`config.mk`:
```
export PLATFORM = sky130hd
export DESIGN_NAME = bmc_measure_ctl
export DESIGN_NICKNAME = d
export VERILOG_FILES = /design/src/core/bmc_pkg.sv /design/src/core/bmc_rate_if.sv /design/src/core/bmc_measure_ctl.sv /design/src/core/bmc_rate_gen.sv
export SDC_FILE = /design/constraint.sdc
export NUM_CORES = 1
export LEC_CHECK = 0
export ABC_AREA = 1
export BUFFER_PORTS_ARGS = -buffer_cell sky130_fd_sc_hd__buf_2
export CAP_MARGIN = 40
export CORE_ASPECT_RATIO = 2
export CORE_MARGIN = 2
export CORE_UTILIZATION = 30
export DETAILED_ROUTE_END_ITERATION = 10
export SYNTH_ARGS = -nofsm -noshare
export SYNTH_HDL_FRONTEND = slang
export SYNTH_SLANG_ARGS = --single-unit
export TNS_END_PERCENT = 50
```
`constraint.sdc`:
```
create_clock -name core_clk_i -period 9 [get_ports core_clk_i]
set_input_delay 0.45 -clock core_clk_i [delete_from_list [all_inputs] [get_ports core_clk_i]]
set_output_delay 0.45 -clock core_clk_i [all_outputs]
set_load 0.02 [all_outputs]
```
`src/core/bmc_pkg.sv`:
```
// Constants shared by the barometer measurement-control block.
// Assumes a 100 MHz core clock; every count below is derived from it.
package bmc_pkg;
  localparam int unsigned CLK_HZ     = 100_000_000;
  localparam int unsigned CLK_NS     = 10;
  // Sample rates in tenths of a hertz
  localparam int unsigned RATE_A_DHZ = 10;
  localparam int unsigned RATE_B_DHZ = 70;
  localparam int unsigned RATE_C_DHZ = 125;
  localparam int unsigned RATE_D_DHZ = 250;
  localparam int unsigned RATE_A_CYC = CLK_HZ / RATE_A_DHZ * 10;
  localparam int unsigned RATE_B_CYC = CLK_HZ / RATE_B_DHZ * 10;
  localparam int unsigned RATE_C_CYC = CLK_HZ / RATE_C_DHZ * 10;
  localparam int unsigned RATE_D_CYC = CLK_HZ / RATE_D_DHZ * 10;
  localparam int unsigned TRIM_US    = 2200;
  localparam int unsigned TRIM_CYC   = TRIM_US * 1000 / CLK_NS;
  localparam int unsigned SWRST_NS   = 4000;
  localparam int unsigned SWRST_CYC  = SWRST_NS / CLK_NS;

  localparam logic [6:0] ADDR_REF_XL  = 7'h08;
  localparam logic [6:0] ADDR_REF_L   = 7'h09;
  localparam logic [6:0] ADDR_REF_H   = 7'h0a;
  localparam logic [6:0] ADDR_ID      = 7'h0f;
  localparam logic [6:0] ADDR_AVG     = 7'h10;
  localparam logic [6:0] ADDR_CTRL1   = 7'h20;
  localparam logic [6:0] ADDR_CTRL2   = 7'h21;
  localparam logic [6:0] ADDR_STATUS  = 7'h27;
  localparam logic [6:0] ADDR_POUT_XL = 7'h28;
  localparam logic [6:0] ADDR_POUT_L  = 7'h29;
  localparam logic [6:0] ADDR_POUT_H  = 7'h2a;
  localparam logic [6:0] ADDR_TOUT_L  = 7'h2b;
  localparam logic [6:0] ADDR_TOUT_H  = 7'h2c;
  localparam logic [6:0] ADDR_PRESSURE_OFFSET_L  = 7'h39;
  localparam logic [6:0] ADDR_PRESSURE_OFFSET_H  = 7'h3a;

  // Field positions
  localparam int unsigned AVG_T_LO = 2;
  localparam int unsigned AVG_P_LO = 0;
  localparam int unsigned C1_PWR   = 7;
  localparam int unsigned C1_RATE  = 4;
  localparam int unsigned C1_DIFF  = 3;
  localparam int unsigned C1_BDU   = 2;
  localparam int unsigned C1_AZR   = 1;
  localparam int unsigned C1_SIM   = 0;
  localparam int unsigned C2_BOOT  = 7;
  localparam int unsigned C2_FIFO  = 6;
  localparam int unsigned C2_WM    = 5;
  localparam int unsigned C2_DEC   = 4;
  localparam int unsigned C2_I2C   = 3;
  localparam int unsigned C2_SWR   = 2;
  localparam int unsigned C2_AZ    = 1;
  localparam int unsigned C2_ONE   = 0;

  // Reset values and rate codes
  localparam logic [1:0] AVG_RST   = 2'h3;
  localparam logic [2:0] RATE_ONE  = 3'h0;
  localparam logic [2:0] RATE_1HZ  = 3'h1;
  localparam logic [2:0] RATE_7HZ  = 3'h2;
  localparam logic [2:0] RATE_12HZ = 3'h3;
  localparam logic [2:0] RATE_25HZ = 3'h4;
endpackage : bmc_pkg

```
`src/core/bmc_rate_if.sv`:
```
// Carries the sample-rate selection and ticks between the control core
// and its rate generator. Both ends sit on the same core clock.
`timescale 1ns/100ps
`default_nettype none
interface bmc_rate_if;
  logic       run;
  logic [2:0] sel;
  logic       tick;
  logic       tick_1hz;
  modport gen  (input run, input sel, output tick, output tick_1hz);
  modport user (output run, output sel, input tick, input tick_1hz);
endinterface : bmc_rate_if
`default_nettype wire
```
`src/core/bmc_measure_ctl.sv`:
```
// Measurement control and register file of the barometer core.
// Assumes a byte register port on the core clock (from the serial
// front end) and a converter that answers conv_start_o with conv_done_i.
`timescale 1ns/100ps
`default_nettype none
// What this block does
// RULE1: Temperature averaging 8/16/32/64, resets to 11
// RULE2: Pressure averaging 8/32/128/512, resets to 11
// RULE3: Power-down until power bit written one
// RULE4: Rate field picks 1/7/12.5/25 Hz
// RULE5: Rate 000 means single conversion on trigger
// RULE6: Trigger runs one conversion, then self-clears
// RULE7: Differential output only while enable bit set
// RULE8: Host programs reference before setting differential
// RULE9: Lock holds outputs until both halves read
// RULE10: Zero-clear resets reference and offset, self-clears
// RULE11: Wire-select chooses four or three wire
// RULE12: Trim reload lasts 2.2 ms, then self-clears
// RULE13: FIFO operates only while enable set
// RULE14: Watermark flag maintained only when enabled
// RULE15: Mean decimate updates pressure once per second; no 1 Hz tick at rate 000, so there pressure never updates
// RULE16: Two-wire port ignored when disable bit set
// RULE17: Soft reset restores defaults within 4 us
// RULE18: Host issues soft reset before trim reload
// RULE19: Autozero copies output, then subtracts reference
// RULE20: Reference is 24-bit two's complement, subtracted
// RULE21: Pressure ready set on sample, cleared reading top
// RULE22: Trigger during running conversion is ignored
// RULE23: Identity register is read-only fixed code
module bmc_measure_ctl
  import bmc_pkg::*;
#(
  // Arbitrary identity value
  parameter logic [7:0]  P_DEVICE_ID  = 8'h5a,
  parameter int unsigned P_RATE_A_CYC = RATE_A_CYC,
  parameter int unsigned P_RATE_B_CYC = RATE_B_CYC,
  parameter int unsigned P_RATE_C_CYC = RATE_C_CYC,
  parameter int unsigned P_RATE_D_CYC = RATE_D_CYC,
  parameter int unsigned P_TRIM_CYC   = TRIM_CYC
) (
  input  wire logic        core_clk_i,
  input  wire logic        reset_n_i,
  input  wire logic [6:0]  reg_addr_i,
  input  wire logic        reg_wr_i,
  input  wire logic [7:0]  reg_wdata_i,
  input  wire logic        reg_rd_i,
  output var  logic [7:0]  reg_rdata_o,
  input  wire logic        conv_done_i,
  input  wire logic [23:0] conv_press_i,
  input  wire logic [15:0] conv_temp_i,
  input  wire logic        fifo_mean_mode_i,
  input  wire logic        watermark_level_i,
  output var  logic        conv_start_o,
  output var  logic        active_o,
  output var  logic [6:0]  temp_avg_count_o,
  output var  logic [9:0]  press_avg_count_o,
  output var  logic        spi_wire_select_o,
  output var  logic        two_wire_disable_o,
  output var  logic        fifo_enable_o,
  output var  logic        watermark_flag_o,
  output var  logic [23:0] diff_press_o,
  output var  logic        diff_valid_o,
  output var  logic        trim_reload_o
);
  typedef struct packed {
    logic [1:0]  tavg;
    logic [1:0]  pavg;
    logic [6:0]  tcnt;
    logic [9:0]  pcnt;
    logic        pwr;
    logic [2:0]  rate;
    logic        differential_enable;
    logic        block_update_lock;
    logic        sim;
    logic        fifo_en;
    logic        wm_en;
    logic        wm_flag;
    logic        dec;
    logic        two_wire_disable;
    logic        swr;
    logic [8:0]  swr_cnt;
    logic        boot;
    logic [23:0] boot_cnt;
    logic        az;
    logic        oneshot;
    logic        busy;
    logic        start;
    logic [23:0] ref_p;
    logic [15:0] pressure_offset;
    logic [23:0] praw;
    logic [23:0] pout;
    logic [15:0] tout;
    logic [23:0] diff;
    logic        diff_vld;
    logic        p_da;
    logic        t_da;
    logic        p_or;
    logic        t_or;
    logic        p_lo_rd;
    logic        p_hi_rd;
    logic        t_lo_rd;
    logic        t_hi_rd;
    logic [7:0]  rdata;
  } bmc_state_t;

  function automatic logic [6:0] tavg_cnt(input logic [1:0] c);
    return 7'h08 << c;
  endfunction : tavg_cnt

  function automatic logic [9:0] pavg_cnt(input logic [1:0] c);
    return 10'h008 << {c, 1'b0};
  endfunction : pavg_cnt

  // Two's complement wrap is intended; no saturation
  function automatic logic [23:0] sub24(input logic [23:0] a,
                                        input logic [23:0] b);
    return a - b;
  endfunction : sub24

  localparam bmc_state_t ST_RST = '{
    tavg: AVG_RST, pavg: AVG_RST,
    tcnt: tavg_cnt(AVG_RST), pcnt: pavg_cnt(AVG_RST),
    rate: RATE_ONE,
    p_lo_rd: 1'b1, p_hi_rd: 1'b1, t_lo_rd: 1'b1, t_hi_rd: 1'b1,
    default: '0
  };

  bmc_state_t q;
  bmc_state_t d;
  bmc_rate_if rif ();

  logic [7:0]  w;
  logic        sample;
  logic        decim;
  logic        p_upd;
  logic [23:0] p_val;

  assign w        = reg_wdata_i;
  assign sample   = conv_done_i && q.busy;
  assign decim    = fifo_mean_mode_i && q.dec;
  assign rif.run  = q.pwr && (q.rate != RATE_ONE) && (q.rate <= RATE_25HZ);
  assign rif.sel  = q.rate;

  bmc_rate_gen #(
    .P_RATE_A_CYC (P_RATE_A_CYC),
    .P_RATE_B_CYC (P_RATE_B_CYC),
    .P_RATE_C_CYC (P_RATE_C_CYC),
    .P_RATE_D_CYC (P_RATE_D_CYC)
  ) u_rate (
    .core_clk_i (core_clk_i),
    .reset_n_i  (reset_n_i),
    .rate       (rif.gen)
  );

  ////////////////////////////////////////////////////////////////////////
  always_comb begin
    d          = q;
    d.start    = 1'b0;
    d.diff_vld = 1'b0;
    d.rdata    = 8'h00;
    p_upd      = 1'b0;
    p_val      = conv_press_i;
    if (q.swr) begin
      // Bus traffic is dropped while the reset sequence runs
      d         = ST_RST; // RULE17
      d.swr     = 1'b1;
      d.swr_cnt = q.swr_cnt + 9'h1;
      if (q.swr_cnt == 9'(SWRST_CYC - 1)) begin
        d.swr     = 1'b0; // RULE17
        d.swr_cnt = '0;
      end
    end else begin
      if (q.boot) begin
        d.boot_cnt = q.boot_cnt + 24'h1;
        if (q.boot_cnt == 24'(P_TRIM_CYC - 1)) begin
          d.boot     = 1'b0; // RULE12
          d.boot_cnt = '0;
        end
      end
      if (reg_wr_i) begin
        if (reg_addr_i == ADDR_REF_XL) begin
          d.ref_p[7:0] = w;
        end else if (reg_addr_i == ADDR_REF_L) begin
          d.ref_p[15:8] = w;
        end else if (reg_addr_i == ADDR_REF_H) begin
          d.ref_p[23:16] = w;
        end else if (reg_addr_i == ADDR_AVG) begin
          d.tavg = w[AVG_T_LO+:2]; // RULE1
          d.pavg = w[AVG_P_LO+:2]; // RULE2
        end else if (reg_addr_i == ADDR_CTRL1) begin
          d.pwr     = w[C1_PWR]; // RULE3
          d.rate    = w[C1_RATE+:3]; // RULE4
          d.differential_enable = w[C1_DIFF];
          d.block_update_lock     = w[C1_BDU];
          d.sim     = w[C1_SIM]; // RULE11
          if (w[C1_AZR]) begin
            // Not stored, so it always reads back as zero
            d.ref_p = '0; // RULE10
            d.pressure_offset  = '0; // RULE10
            d.az    = 1'b0;
          end
        end else if (reg_addr_i == ADDR_CTRL2) begin
          d.fifo_en = w[C2_FIFO]; // RULE13
          d.wm_en   = w[C2_WM];
          d.dec     = w[C2_DEC];
          d.two_wire_disable = w[C2_I2C]; // RULE16
          d.swr     = w[C2_SWR];
          if (w[C2_BOOT] && !q.boot) begin
            d.boot = 1'b1; // RULE12
          end
          if (w[C2_AZ] && !q.az) begin
            d.ref_p = q.pout; // RULE19
          end
          d.az = w[C2_AZ];
          if (!q.busy) begin
            d.oneshot = w[C2_ONE]; // RULE22
          end
        end else if (reg_addr_i == ADDR_PRESSURE_OFFSET_L) begin
          d.pressure_offset[7:0] = w;
        end else if (reg_addr_i == ADDR_PRESSURE_OFFSET_H) begin
          d.pressure_offset[15:8] = w;
        end
      end
      if (reg_rd_i) begin
        if (reg_addr_i == ADDR_REF_XL) begin
          d.rdata = q.ref_p[7:0];
        end else if (reg_addr_i == ADDR_REF_L) begin
          d.rdata = q.ref_p[15:8];
        end else if (reg_addr_i == ADDR_REF_H) begin
          d.rdata = q.ref_p[23:16];
        end else if (reg_addr_i == ADDR_ID) begin
          d.rdata = P_DEVICE_ID; // RULE23
        end else if (reg_addr_i == ADDR_AVG) begin
          d.rdata = {4'h0, q.tavg, q.pavg};
        end else if (reg_addr_i == ADDR_CTRL1) begin
          d.rdata = {q.pwr, q.rate, q.differential_enable, q.block_update_lock, 1'b0, q.sim};
        end else if (reg_addr_i == ADDR_CTRL2) begin
          d.rdata = {q.boot, q.fifo_en, q.wm_en, q.dec,
                     q.two_wire_disable, q.swr, q.az, q.oneshot};
        end else if (reg_addr_i == ADDR_STATUS) begin
          d.rdata = {2'h0, q.p_or, q.t_or, 2'h0, q.p_da, q.t_da};
        end else if (reg_addr_i == ADDR_POUT_XL) begin
          d.rdata   = q.pout[7:0];
          d.p_lo_rd = 1'b1;
        end else if (reg_addr_i == ADDR_POUT_L) begin
          d.rdata = q.pout[15:8];
        end else if (reg_addr_i == ADDR_POUT_H) begin
          d.rdata   = q.pout[23:16];
          d.p_hi_rd = 1'b1;
          d.p_da    = 1'b0; // RULE21
          d.p_or    = 1'b0;
        end else if (reg_addr_i == ADDR_TOUT_L) begin
          d.rdata   = q.tout[7:0];
          d.t_lo_rd = 1'b1;
        end else if (reg_addr_i == ADDR_TOUT_H) begin
          d.rdata   = q.tout[15:8];
          d.t_hi_rd = 1'b1;
          d.t_da    = 1'b0;
          d.t_or    = 1'b0;
        end else if (reg_addr_i == ADDR_PRESSURE_OFFSET_L) begin
          d.rdata = q.pressure_offset[7:0];
        end else if (reg_addr_i == ADDR_PRESSURE_OFFSET_H) begin
          d.rdata = q.pressure_offset[15:8];
        end
      end
      // New sample; its flag sets win over a read in the same cycle
      if (sample) begin
        d.busy    = 1'b0;
        d.oneshot = 1'b0; // RULE6
        d.praw    = conv_press_i;
        d.p_or    = d.p_or | d.p_da;
        d.p_da    = 1'b1; // RULE21
        d.t_or    = d.t_or | d.t_da;
        d.t_da    = 1'b1;
        if (!(q.block_update_lock && !(q.t_lo_rd && q.t_hi_rd))) begin
          d.tout    = conv_temp_i; // RULE9
          d.t_lo_rd = !q.block_update_lock;
          d.t_hi_rd = !q.block_update_lock;
        end
        if (q.differential_enable) begin
          d.diff     = sub24(conv_press_i, q.ref_p); // RULE7 RULE20
          d.diff_vld = 1'b1;
        end
        p_upd = !decim; // RULE15
      end
      if (decim && rif.tick_1hz) begin
        p_upd = 1'b1; // RULE15
        p_val = q.praw;
      end
      if (p_upd && !(q.block_update_lock && !(q.p_lo_rd && q.p_hi_rd))) begin
        d.pout    = q.az ? sub24(p_val, q.ref_p) : p_val; // RULE19 RULE9
        d.p_lo_rd = !q.block_update_lock;
        d.p_hi_rd = !q.block_update_lock;
      end
      if (q.pwr && !q.busy) begin
        if ((q.rate == RATE_ONE && q.oneshot) || rif.tick) begin
          d.start = 1'b1; // RULE3 RULE5
          d.busy  = 1'b1;
        end
      end
      d.wm_flag = q.wm_en && watermark_level_i; // RULE14
    end
    d.tcnt = tavg_cnt(d.tavg); // RULE1
    d.pcnt = pavg_cnt(d.pavg); // RULE2
  end

  always_ff @(posedge core_clk_i or negedge reset_n_i) begin
    if (!reset_n_i) begin
      q <= ST_RST;
    end else begin
      q <= d;
    end
  end

  ////////////////////////////////////////////////////////////////////////
  assign reg_rdata_o        = q.rdata;
  assign conv_start_o       = q.start;
  assign active_o           = q.pwr;
  assign temp_avg_count_o   = q.tcnt;
  assign press_avg_count_o  = q.pcnt;
  assign spi_wire_select_o  = q.sim;
  assign two_wire_disable_o = q.two_wire_disable;
  assign fifo_enable_o      = q.fifo_en;
  assign watermark_flag_o   = q.wm_flag;
  assign diff_press_o       = q.diff;
  assign diff_valid_o       = q.diff_vld;
  assign trim_reload_o      = q.boot;
endmodule : bmc_measure_ctl
`default_nettype wire

```
`src/core/bmc_rate_gen.sv`:
```
// Sample-rate and one-second tick generator for the control core.
// Assumes sel is stable while run is high; a change restarts nothing.
`timescale 1ns/100ps
`default_nettype none
module bmc_rate_gen
  import bmc_pkg::*;
#(
  parameter int unsigned P_RATE_A_CYC = RATE_A_CYC,
  parameter int unsigned P_RATE_B_CYC = RATE_B_CYC,
  parameter int unsigned P_RATE_C_CYC = RATE_C_CYC,
  parameter int unsigned P_RATE_D_CYC = RATE_D_CYC
) (
  input wire logic core_clk_i,
  input wire logic reset_n_i,
  bmc_rate_if.gen  rate
);
  typedef struct packed {
    logic [26:0] cnt;
    logic [26:0] sec;
    logic        tick;
    logic        tick_1hz;
  } bmc_tick_t;

  bmc_tick_t q;
  bmc_tick_t d;

  function automatic logic [26:0] period(input logic [2:0] sel);
    case (sel)
      RATE_7HZ:  return 27'(P_RATE_B_CYC - 1);
      RATE_12HZ: return 27'(P_RATE_C_CYC - 1);
      RATE_25HZ: return 27'(P_RATE_D_CYC - 1);
      default:   return 27'(P_RATE_A_CYC - 1);
    endcase
  endfunction : period

  ////////////////////////////////////////////////////////////////////////
  always_comb begin
    d          = q;
    d.tick     = 1'b0;
    d.tick_1hz = 1'b0;
    if (!rate.run) begin
      d.cnt = '0;
      d.sec = '0;
    end else begin
      // Compare with >= so a shorter period never overshoots
      if (q.cnt >= period(rate.sel)) begin
        d.cnt  = '0;
        d.tick = 1'b1;
      end else begin
        d.cnt = q.cnt + 27'h1;
      end
      if (q.sec >= period(RATE_1HZ)) begin
        d.sec      = '0;
        d.tick_1hz = 1'b1;
      end else begin
        d.sec = q.sec + 27'h1;
      end
    end
  end

  always_ff @(posedge core_clk_i or negedge reset_n_i) begin
    if (!reset_n_i) begin
      q <= '0;
    end else begin
      q <= d;
    end
  end

  assign rate.tick     = q.tick;
  assign rate.tick_1hz = q.tick_1hz;
endmodule : bmc_rate_gen
`default_nettype wire

```
-- Yosys cells after proc, flatten, opt, wreduce, memory -nomap -nowiden
Index checks and enable logic that the tools add are counted.
- latch bits: 0
- memories: 0
- word-level logic and storage cells: 302
- memory bits (read-only): 0
- flip-flop bits (word level): 273
- bits in writable memories: 0
- $mul: 0
- multiplexer cells: 130
- shifts and indexed selects: 2
- $add $sub $neg: 6
- divide/modulo/power cells: 0
- equality and inequality tests: 54
- bitwise logic cells: 2
- reductions and logical operators: 60
- order comparisons: 3
- operators by type and width (operator ; number):
    $mux 8 ; 30
    $mux 24 ; 8
    $mux 174 ; 1
    $mux 40 ; 4
    $mux 16 ; 6
    $mux 27 ; 3
    $pmux 27 s3 ; 1
    $mux 25 ; 3
    $eq 7x6->1 const B ; 10
    $add 27x1->27 const B ; 2
    $mux 54 ; 1
    $sub 24x24->24 ; 2
    $mux 45 ; 1
    $mux 9 ; 5
    $ne 3x3->1 const B ; 14
    $reduce_and 7->1 ; 5
    $mux 2 ; 16
    $mux 32 ; 1
    $mux 4 ; 8
    $mux 1 ; 30
    $ne 3x2->1 const B ; 10
    $eq 7x4->1 const B ; 4
    $ge 27x27->1 ; 1
    $ge 27x27->1 const B ; 1
    other kinds (31) ; 90

-- Logic depth before layout (Yosys ltp)
Gate-level depths: netlist of run 1.
- depth in word-level cells: 21
- depth in mapped cells: 20
- depth with buffers taken out: 18

-- Cells and area by module
A second synthesis of run 1 with hierarchy kept.
- cell total of the unflattened synthesis: 2455
- area total of the unflattened synthesis: 17463.0 um^2
- by module, submodules not included (module ; seq. area each (um^2) ; times used ; area an instance (um^2) ; cells each):
    bmc_measure_ctl ; 5217.5 ; 1 ; 13509.2 ; 1857
    bmc_rate_gen ; 1401.3 ; 1 ; 3953.8 ; 598

-- Least setup slack after synthesis of run 1
Ideal clock, no wire load.
- path type: input to register
- start: input fifo_mean_mode_i
- end: register q[69] (netlist name)
- setup slack: 6116 ps
- buffers on the path: 2
- data required time: 8877 ps
- stages: 19
- data arrival time: 2761 ps
- library setup time: 123 ps
- cells stage by stage: nand2_1 > inv_1 > nand2_1 > clkbuf_1 > clkbuf_1 > nand2_1 > o21ai_0 > inv_1 > fa_1 > inv_1 > nand3_1 > nand2_1 > nand2_1 > nand2_1 > a21oi_1 > o21ai_0 > xor2_1 > o21ai_0 > nand2_1
- cells in the longest elaborated chain, start to end: 8
- elaborated cells on any way between the ends: 14
- those cells by class: 1 x add/sub; 8 x mux; 5 x reduce/logical
- ends and longest elaborated chain (what ; line ; RTL):
    start: declaration ; bmc_measure_ctl.sv:51 ; input wire logic fifo_mean_mode_i,
    $logic_and 1x1->1 * ; bmc_measure_ctl.sv:140 ; assign decim = fifo_mean_mode_i && q.dec;
    $logic_and 1x1->1 ; bmc_measure_ctl.sv:286 ; if (decim && rif.tick_1hz) begin
    $mux 24 ; bmc_measure_ctl.sv:286 ;
    $mux 24 ; bmc_measure_ctl.sv:163 ; if (q.swr) begin
    $sub 24x24->24 ; bmc_measure_ctl.sv:117 ; return a - b;
    $mux 24 ; bmc_measure_ctl.sv:291 ; d.pout = q.az ? sub24(p_val, q.ref_p) : p_val;
    $mux 24 ; bmc_measure_ctl.sv:290 ; if (p_upd && !(q.block_update_lock && !(q.p_lo_rd && q.p_hi_rd))) begin
    $mux 174 ; bmc_measure_ctl.sv:163 ;
    end signal: assignment ; bmc_measure_ctl.sv:309 ; q <= ST_RST;
    end signal: assignment ; bmc_measure_ctl.sv:311 ; q <= d;
    end: declaration ; bmc_measure_ctl.sv:128 ; bmc_state_t q;
Mark *: on every way between the ends. The rest lies on a longest branch, timed or not. The select of a mux whose other input is x is not followed.
A chain may end at the register's enable or synchronous reset.

-- Worst setup path in the final report of run 1
- start: register q[185] (netlist name)
- end: register q[74] (netlist name)
- cells in the longest elaborated chain, start to end: 8
- elaborated cells on any way between the ends: 14
- those cells by class: 1 x add/sub; 8 x mux; 5 x reduce/logical
- ends and longest elaborated chain (what ; line):
    $logic_and 1x1->1 * ; bmc_measure_ctl.sv:140
    $logic_and 1x1->1 ; bmc_measure_ctl.sv:286
    $mux 24 ; bmc_measure_ctl.sv:286
    $mux 24 ; bmc_measure_ctl.sv:163
    $sub 24x24->24 ; bmc_measure_ctl.sv:117
    $mux 24 ; bmc_measure_ctl.sv:291
    $mux 24 ; bmc_measure_ctl.sv:290
    $mux 174 ; bmc_measure_ctl.sv:163
Marked as above.

==> results of run 1 <==
area by class of cell:
type,count,area (sq um),share of cell area (%)
clock buffers,36,782,4.14
clock inverters,16,244,1.29
inverters,289,1090,5.79
multi-input cells,1619,8490,44.9
flip-flops and latches,264,6620,35.0
well taps,744,931,4.92
repair buffers,126,744,3.94
power by group through the flow:
stage	registers (mW)	clock network, mW	logic, mW
6_report	1.19	1.30	0.190
5_1_grt	1.19	1.38	0.210
3_5_place_dp	1.21	0	0.186
2_1_floorplan	1.21	0	0.101
3_3_place_gp	1.21	0	0.182
4_1_cts	1.19	1.34	0.187
worst max-delay path: cells and delay by family, from the launching register on:
| kind | cells | cell delay [ns] |
|---|---|---|
| fa+ha+maj | 1 | 0.43 |
| compound gates | 3 | 0.64 |
| flops | 1 | 0.43 |
| buf+inv | 3 | 0.53 |
| simple gates | 8 | 1.38 |
stage by stage:
| step | cells | power (mW) | hold slack, ns |
|---|---|---|---|
| after floorplan | 2277 | 1.31 | 0.154 |
| after global placement | 3035 | 1.39 | 0.457 |
| after detailed placement | 3041 | 1.39 | 0.460 |
| after CTS | 3094 | 2.71 | 0.0802 |
| after global routing | 3094 | 2.78 | 0.0949 |
| final | 3094 | 2.68 | 0.102 |
timing repair:
item                      CTS  global route
hold buffers                1             0
resized for setup           0             0
hold endpoints to repair   76             0
buffers inserted            0             0
logic make-up (layout without fill, tap and decap cells):
logic type / Yosys count / count (layout) / share of synthesized area [%]
adder cells (fa/ha/maj): 72 / 72 / 5.46
XOR/XNOR: 46 / 46 / 2.40
AND/OR/NAND/NOR: 1042 / 1042 / 27.1
buffers and inverters: 394 / 467 / 10.1
flip-flops: 264 / 264 / 39.5
AO/OA/AOI/OAI: 450 / 450 / 15.4
other: 1 / 9 / 0.0224
layout by cell type, fill, tap and decap left out, drive strengths merged, types with 9 or more instances in the layout:
| master | instances |
|---|---|
| nand2 | 537 |
| inv | 286 |
| dfrtp | 254 |
| o21ai | 210 |
| nor2 | 206 |
| a21oi | 128 |
| buf | 125 |
| nand3 | 121 |
| nor3 | 83 |
| ha | 70 |
| nand4 | 49 |
| o22ai | 36 |
| clkbuf | 36 |
| xor2 | 32 |
| nor4 | 17 |
| xnor2 | 14 |
| or2 | 14 |
| o32ai | 14 |
| clkinv | 12 |
| dfstp | 10 |
| o211ai | 10 |
| conb | 9 |
layer usage:
layer  up-vias  wire length, microns  track usage [%]  share of wire (%)
met3       200                  2850             2.50                4.9
met2       562                 29800             36.5                 51
met5         -                    13                0              0.022
met1      7668                 21400             21.2                 37
li1       7624                     -                -                  -
met4         2                  3850             12.1                6.6
worst min-delay path by stage:
stage / startpoint / endpoint / cells after the start
6_report: watermark_level_i / watermark_flag_o / 3
5_1_grt: watermark_level_i / watermark_flag_o / 3
2_1_floorplan: reset_n_i / active_o / 0
4_1_cts: watermark_level_i / watermark_flag_o / 3
3_5_place_dp: reset_n_i / diff_press_o[2] / 1
3_3_place_gp: reset_n_i / diff_press_o[2] / 1
flip-flops by register name, indices dropped and copies added (netlist names):
register / cells
spi_wire_select_o: 1
fifo_enable_o: 1
u_rate.rate.tick_1hz: 1
active_o: 1
watermark_flag_o: 1
q: 157
u_rate.q: 54
conv_start_o: 1
two_wire_disable_o: 1
reg_rdata_o: 8
press_avg_count_o: 4
trim_reload_o: 1
rif.sel: 3
u_rate.rate.tick: 1
diff_press_o: 24
temp_avg_count_o: 4
diff_valid_o: 1
synthesized netlist by cell type, types with 18 or more instances:
master    count
nor3_1       76
clkbuf_1     43
o21ai_1      18
nand2_1     528
nor2_1      199
ha_1         70
xor2_1       32
o22ai_1      36
inv_1       275
buf_4        52
o21ai_0     188
nand3_1     118
a21oi_1     125
nand4_1      48
dfrtp_1     254
==> metrics.yaml, run 1 <==
outcome:
  status: "finished, final reports clean"
placement:
  post-dp-hpwl_mm: 44.8
  gp_congestion: 1.05
  port_buffers: 109
  pre_cts_ws_ns: 5.46
  place_area_sq_um: 17900
floorplan:
  fp.dieW_microns: 171
  start_util_pct: 30.4
  placementRows: 122
  coreArea_sq_um: 55300
  pin_count: 119
  dieArea_sq_um: 57900
  die_h_microns: 338
timing:
  relSlewSlack_pct: 38.5
  min_period_ns: 3.54
  tightest_slew_ns: 0.899
  drv_slew: 0
  rsz0062_at_grt: "false"
  fin_skew_ns: 0.0186
  setup_viol: 0
  min_period_over_period_pct: 39.3
  worst_slack_ns: 5.46
  hold_violations: 0
  setup_tns_ns: 0
  fmax_ghz: 0.283
logic_synthesis:
  synth.area.top_cells: "dfrtp_1, nand2_1, inv_1"
  syn_area_per_cell_sq_um: 7.39
  yosysWarnings: 0
  synth_top_cell_by_area: "dfrtp_1"
  synthFlopType: "dfrtp_1"
  synth_cells: 2269
  synth_edf_count: 0
  synth_cell_types: 64
  synthesis.area_sq_um: 16800
  ys_ff_latch: 264
  netlist.area_leader.share_pct: 37.9
  synthArstFlopShare_pct: 100
  synth.yosys.seq_area_share_pct: 39.5
drt:
  drtIter0Drc: 1067
  drtAntennaViolNets: 0
  wl_mm: 58.0
  vias: 16100
  post-route-drc-count: 0
  dr.pass1.iters: 5
  vias_per_cell: 5.19
  post_drt_wl_per_cell_microns: 18.7
clock_tree:
  cts-root-buf: "clkbuf_16"
  cts_buffers: 28
  clkSinkCount: 264
  cts_tree: "yes"
  htreeDepth: 1
  worstSkewPairLatency_ns: 0.58
  path_clk_slew_ns: 0.07
  clk_path_buf_depth: 3
worst_setup_path:
  critPathRequiredTime_ns: 9.47
  r2r_start: "q[185]"
  crit_path_end: "q[74]"
  slowest_stage: "nor3_1"
  crit_fanout: 49
  start_kind: "flop"
  critPathKind: "flop to flop"
  r2r_slack_ns: 5.46
  crit_start: "q[185]"
  cp-end-kind: "flop"
  r2r-end: "q[74]"
  cp_cell_sequence: "nand2_1 > inv_1 > nand2_1 > buf_4 > o21ai_0 > ha_1 > nand2_1 > inv_1 > nand2_1 > nor3_1 > nand4_1 > a31o_2 > nand3_1 > nand2_1 > o21ai_0"
  reg2reg_depth: 15
  cpPeakStageDelay_ns: 0.47
  cpMostUsedCell: "nand2_1"
  cp_data_arrival_time_ns: 4.01
global_route:
  grt_max_degree: 79
  grt_usage_pct: 19.9
  grt_overflow: 0
  grt_pass1_wl_mm: 89.4
  grt_pass1_vias: 16000
  antenna_found_initial: 1
finish:
  fin_util_pct: 34.2
  layout-drive-gt1-share_pct: 10.7
  antenna_cells: 0
  syn_to_final_growth_pct: 12.7
  num-fill-cells: 5958
  fin_nets: 2462
  final_area_sq_um: 18900
pwr:
  clock_power_share_pct: 48.6
  ir_worst_vdd_mv: 0.127
  intPower_mw: 2.03
  comb_power_share_pct: 7.1
  power-per-cell-area_nw_per_um2: 142
  switchingPower_uw: 652
  switching_share_pct: 24.3
  p_leak_nw: 8.64
  seqPwrFrac_pct: 44.3
min_path:
  hold_path_class: "primary input to flop"
flow_run:
  cap_viol_max_count: 0
(Power assumes the default switching activity.)
==> run 2: changes to the inputs <==
clock period = 3.65 ns   (was 9 ns; I/O delays follow)
==> metrics.yaml, run 2 (synthesis gave the netlist of run 1 again) <==
global_route:
  grt_overflow: 0  # unchanged
  antenna_found_initial: 0  # was 1
  grt_max_degree: 102  # was 79
  grt_usage_pct: 20.2  # was 19.9%
  grt_pass1_wl_mm: 90.7  # was 89.4 mm
  grt_pass1_vias: 16500  # was 16000
finish:
  final_cell_mix: "nand2_1, inv_1, dfrtp_1, nor2_1, o21ai_0"  # unchanged
  final_area_sq_um: 19400  # was 18900 sq um
  layout-drive-gt1-share_pct: 10.8  # was 10.7%
  fin_nets: 2517  # was 2462
  syn_to_final_growth_pct: 15.7  # was 12.7%
  num-fill-cells: 5945  # was 5958
  final_common_cell: "nand2_1"  # unchanged
  antenna_cells: 0  # unchanged
  fin_util_pct: 35.1  # was 34.2%
  top_register: "q"  # unchanged
  largest_reg_flops: 157  # unchanged
drt:
  dr.pass1.iters: 5  # unchanged
  vias: 16200  # was 16100
  drtIter0Drc: 968  # was 1067
  drtAntennaViolNets: 0  # unchanged
  wl_mm: 59.0  # was 58.0 mm
  vias_per_cell: 5.14  # was 5.19
  post-route-drc-count: 0  # unchanged
  post_drt_wl_per_cell_microns: 18.7  # about the same
worst_setup_path:
  start_kind: "flop"  # unchanged
  reg2reg_depth: 13  # was 15
  critPathRequiredTime_ns: 4.10  # was 9.47 ns
  r2r_start: "q[185]"  # unchanged
  cp-end-kind: "flop"  # unchanged
  cp_data_arrival_time_ns: 3.87  # was 4.01 ns
  crit_fanout: 49  # unchanged
  crit_path_end: "q[77]"  # was q[74]
  critPathKind: "flop to flop"  # unchanged
  r2r_slack_ns: 0.23  # was 5.46 ns
  crit_start: "q[185]"  # unchanged
  r2r-end: "q[77]"  # was q[74]
floorplan:
  pin_count: 119  # unchanged
  die_h_microns: 338  # unchanged
  coreArea_sq_um: 55300  # unchanged
  dieArea_sq_um: 57900  # unchanged
  start_util_pct: 30.4  # unchanged
  fp.dieW_microns: 171  # unchanged
  placementRows: 122  # unchanged
timing:
  fmax_ghz: 0.293  # was 0.283 GHz
  drv_slew: 0  # unchanged
  min_period_over_period_pct: 93.6  # was 39.3%
  setup_viol: 0  # unchanged
  fin_skew_ns: 0.0326  # was 0.0186 ns
  tightest_slew_ns: 0.941  # was 0.899 ns
  hold_violations: 0  # unchanged
  rsz0062_at_grt: "false"  # unchanged
  setup_tns_ns: 0  # unchanged
  min_period_ns: 3.42  # was 3.54 ns
  whs_ns: 0.0278  # was 0.102 ns
  relSlewSlack_pct: 37.3  # was 38.5%
clock_tree:
  clkSinkCount: 264  # unchanged
  htreeDepth: 1  # unchanged
  worstSkewPairLatency_ns: 0.59  # was 0.58 ns
  cts_setup_buffers: 0  # unchanged
  clk_path_buf_depth: 3  # unchanged
  cts-root-buf: "clkbuf_16"  # unchanged
  ctsResizeCount: 0  # unchanged
  cts_hold_buf: 47  # was 1
  path_clk_slew_ns: 0.07  # about the same
  cts_tree: "yes"  # unchanged
  cts_buffers: 28  # unchanged
pwr:
  comb_power_share_pct: 7.6  # was 7.1%
  power.total_mw: 6.55  # was 2.68 mW
  ir_worst_vdd_mv: 0.328  # was 0.127 mV
  switchingPower_mw: 1.61  # was 652 uW
  p_leak_nw: 8.87  # was 8.64 nW
  clock_power_share_pct: 47.7  # was 48.6%
  intPower_mw: 4.93  # was 2.03 mW
  switching_share_pct: 24.7  # was 24.3%
  seqPwrFrac_pct: 44.7  # was 44.3%
  power-per-cell-area_nw_per_um2: 337  # was 142 nW/um^2
placement:
  place_area_sq_um: 18000  # was 17900 sq um
  post-dp-hpwl_mm: 46.1  # was 44.8 mm
  port_buffers: 109  # unchanged
  gp_congestion: 0.973  # was 1.05
min_path:
  hold_path_class: "primary input to flop"  # unchanged
outcome:
  status: "finished, final reports clean"  # unchanged
flow_run:
  cap_viol_max_count: 0  # unchanged
==> run 2: metrics by stage <==
| stage | cells | setup WS (ns) |
|---|---|---|
| after floorplan | 2277 | 0.827 |
| after global placement | 3047 | 0.290 |
| after detailed placement | 3050 | 0.346 |
| after CTS | 3146 | 0.334 |
| after global routing | 3146 | 0.162 |
| final | 3146 | 0.234 |
==> run 2: worst min-delay path by stage <==
stage	slack, ns	cells after the start	startpoint	endpoint
after floorplan	-0.11	0	reset_n_i	active_o
after global placement	0.29	1	reset_n_i	q[93]
after detailed placement	0.29	1	reset_n_i	q[93]
after CTS	0.00003	4	reg_wdata_i[3]	q[191]
after global routing	0.05	4	reg_wdata_i[3]	q[191]
final	0.03	4	reg_wdata_i[3]	q[191]
==> run 2: layout make-up <==
type	count	area [sq um]	area share, %
Tap cell	744	931	4.80
Clock buffer	41	861	4.43
Timing Repair Buffer	181	1280	6.61
Sequential cell	264	6620	34.1
Multi-Input combinational cell	1619	8490	43.8
Inverter	289	1090	5.64
Clock inverter	8	128	0.658
==> run 2: layer usage <==
layer | share of wire (%) | wire length (microns) | track usage, % | vias up
met5 | 0 | 0 | 0 | -
met4 | 8.4 | 4980 | 14.7 | 0
met3 | 4.7 | 2780 | 2.48 | 206
met1 | 36 | 21300 | 21.3 | 7654
li1 | - | - | - | 7719
met2 | 51 | 29900 | 36.4 | 583
==> run 2: power by group through the flow <==
stage	sequential [mW]	clock, mW	combinational, mW
4_1_cts	2.93	3.19	0.496
3_5_place_dp	2.98	0	0.454
5_1_grt	2.92	3.29	0.554
3_3_place_gp	2.98	0	0.452
6_report	2.93	3.12	0.500
2_1_floorplan	2.98	0	0.249
==> run 2: critical path, cell delays in order, from the launching register on <==
cell	delay (ns)
dfrtp_1	0.40
nand2_1	0.07
inv_1	0.05
nand2_1	0.10
buf_12	0.21
o21ai_0	0.20
ha_1	0.45
nand2_1	0.15
nor4_1	0.71
nand4_1	0.49
nand4_1	0.20
nand3_1	0.09
o211ai_1	0.10
nand2_1	0.06
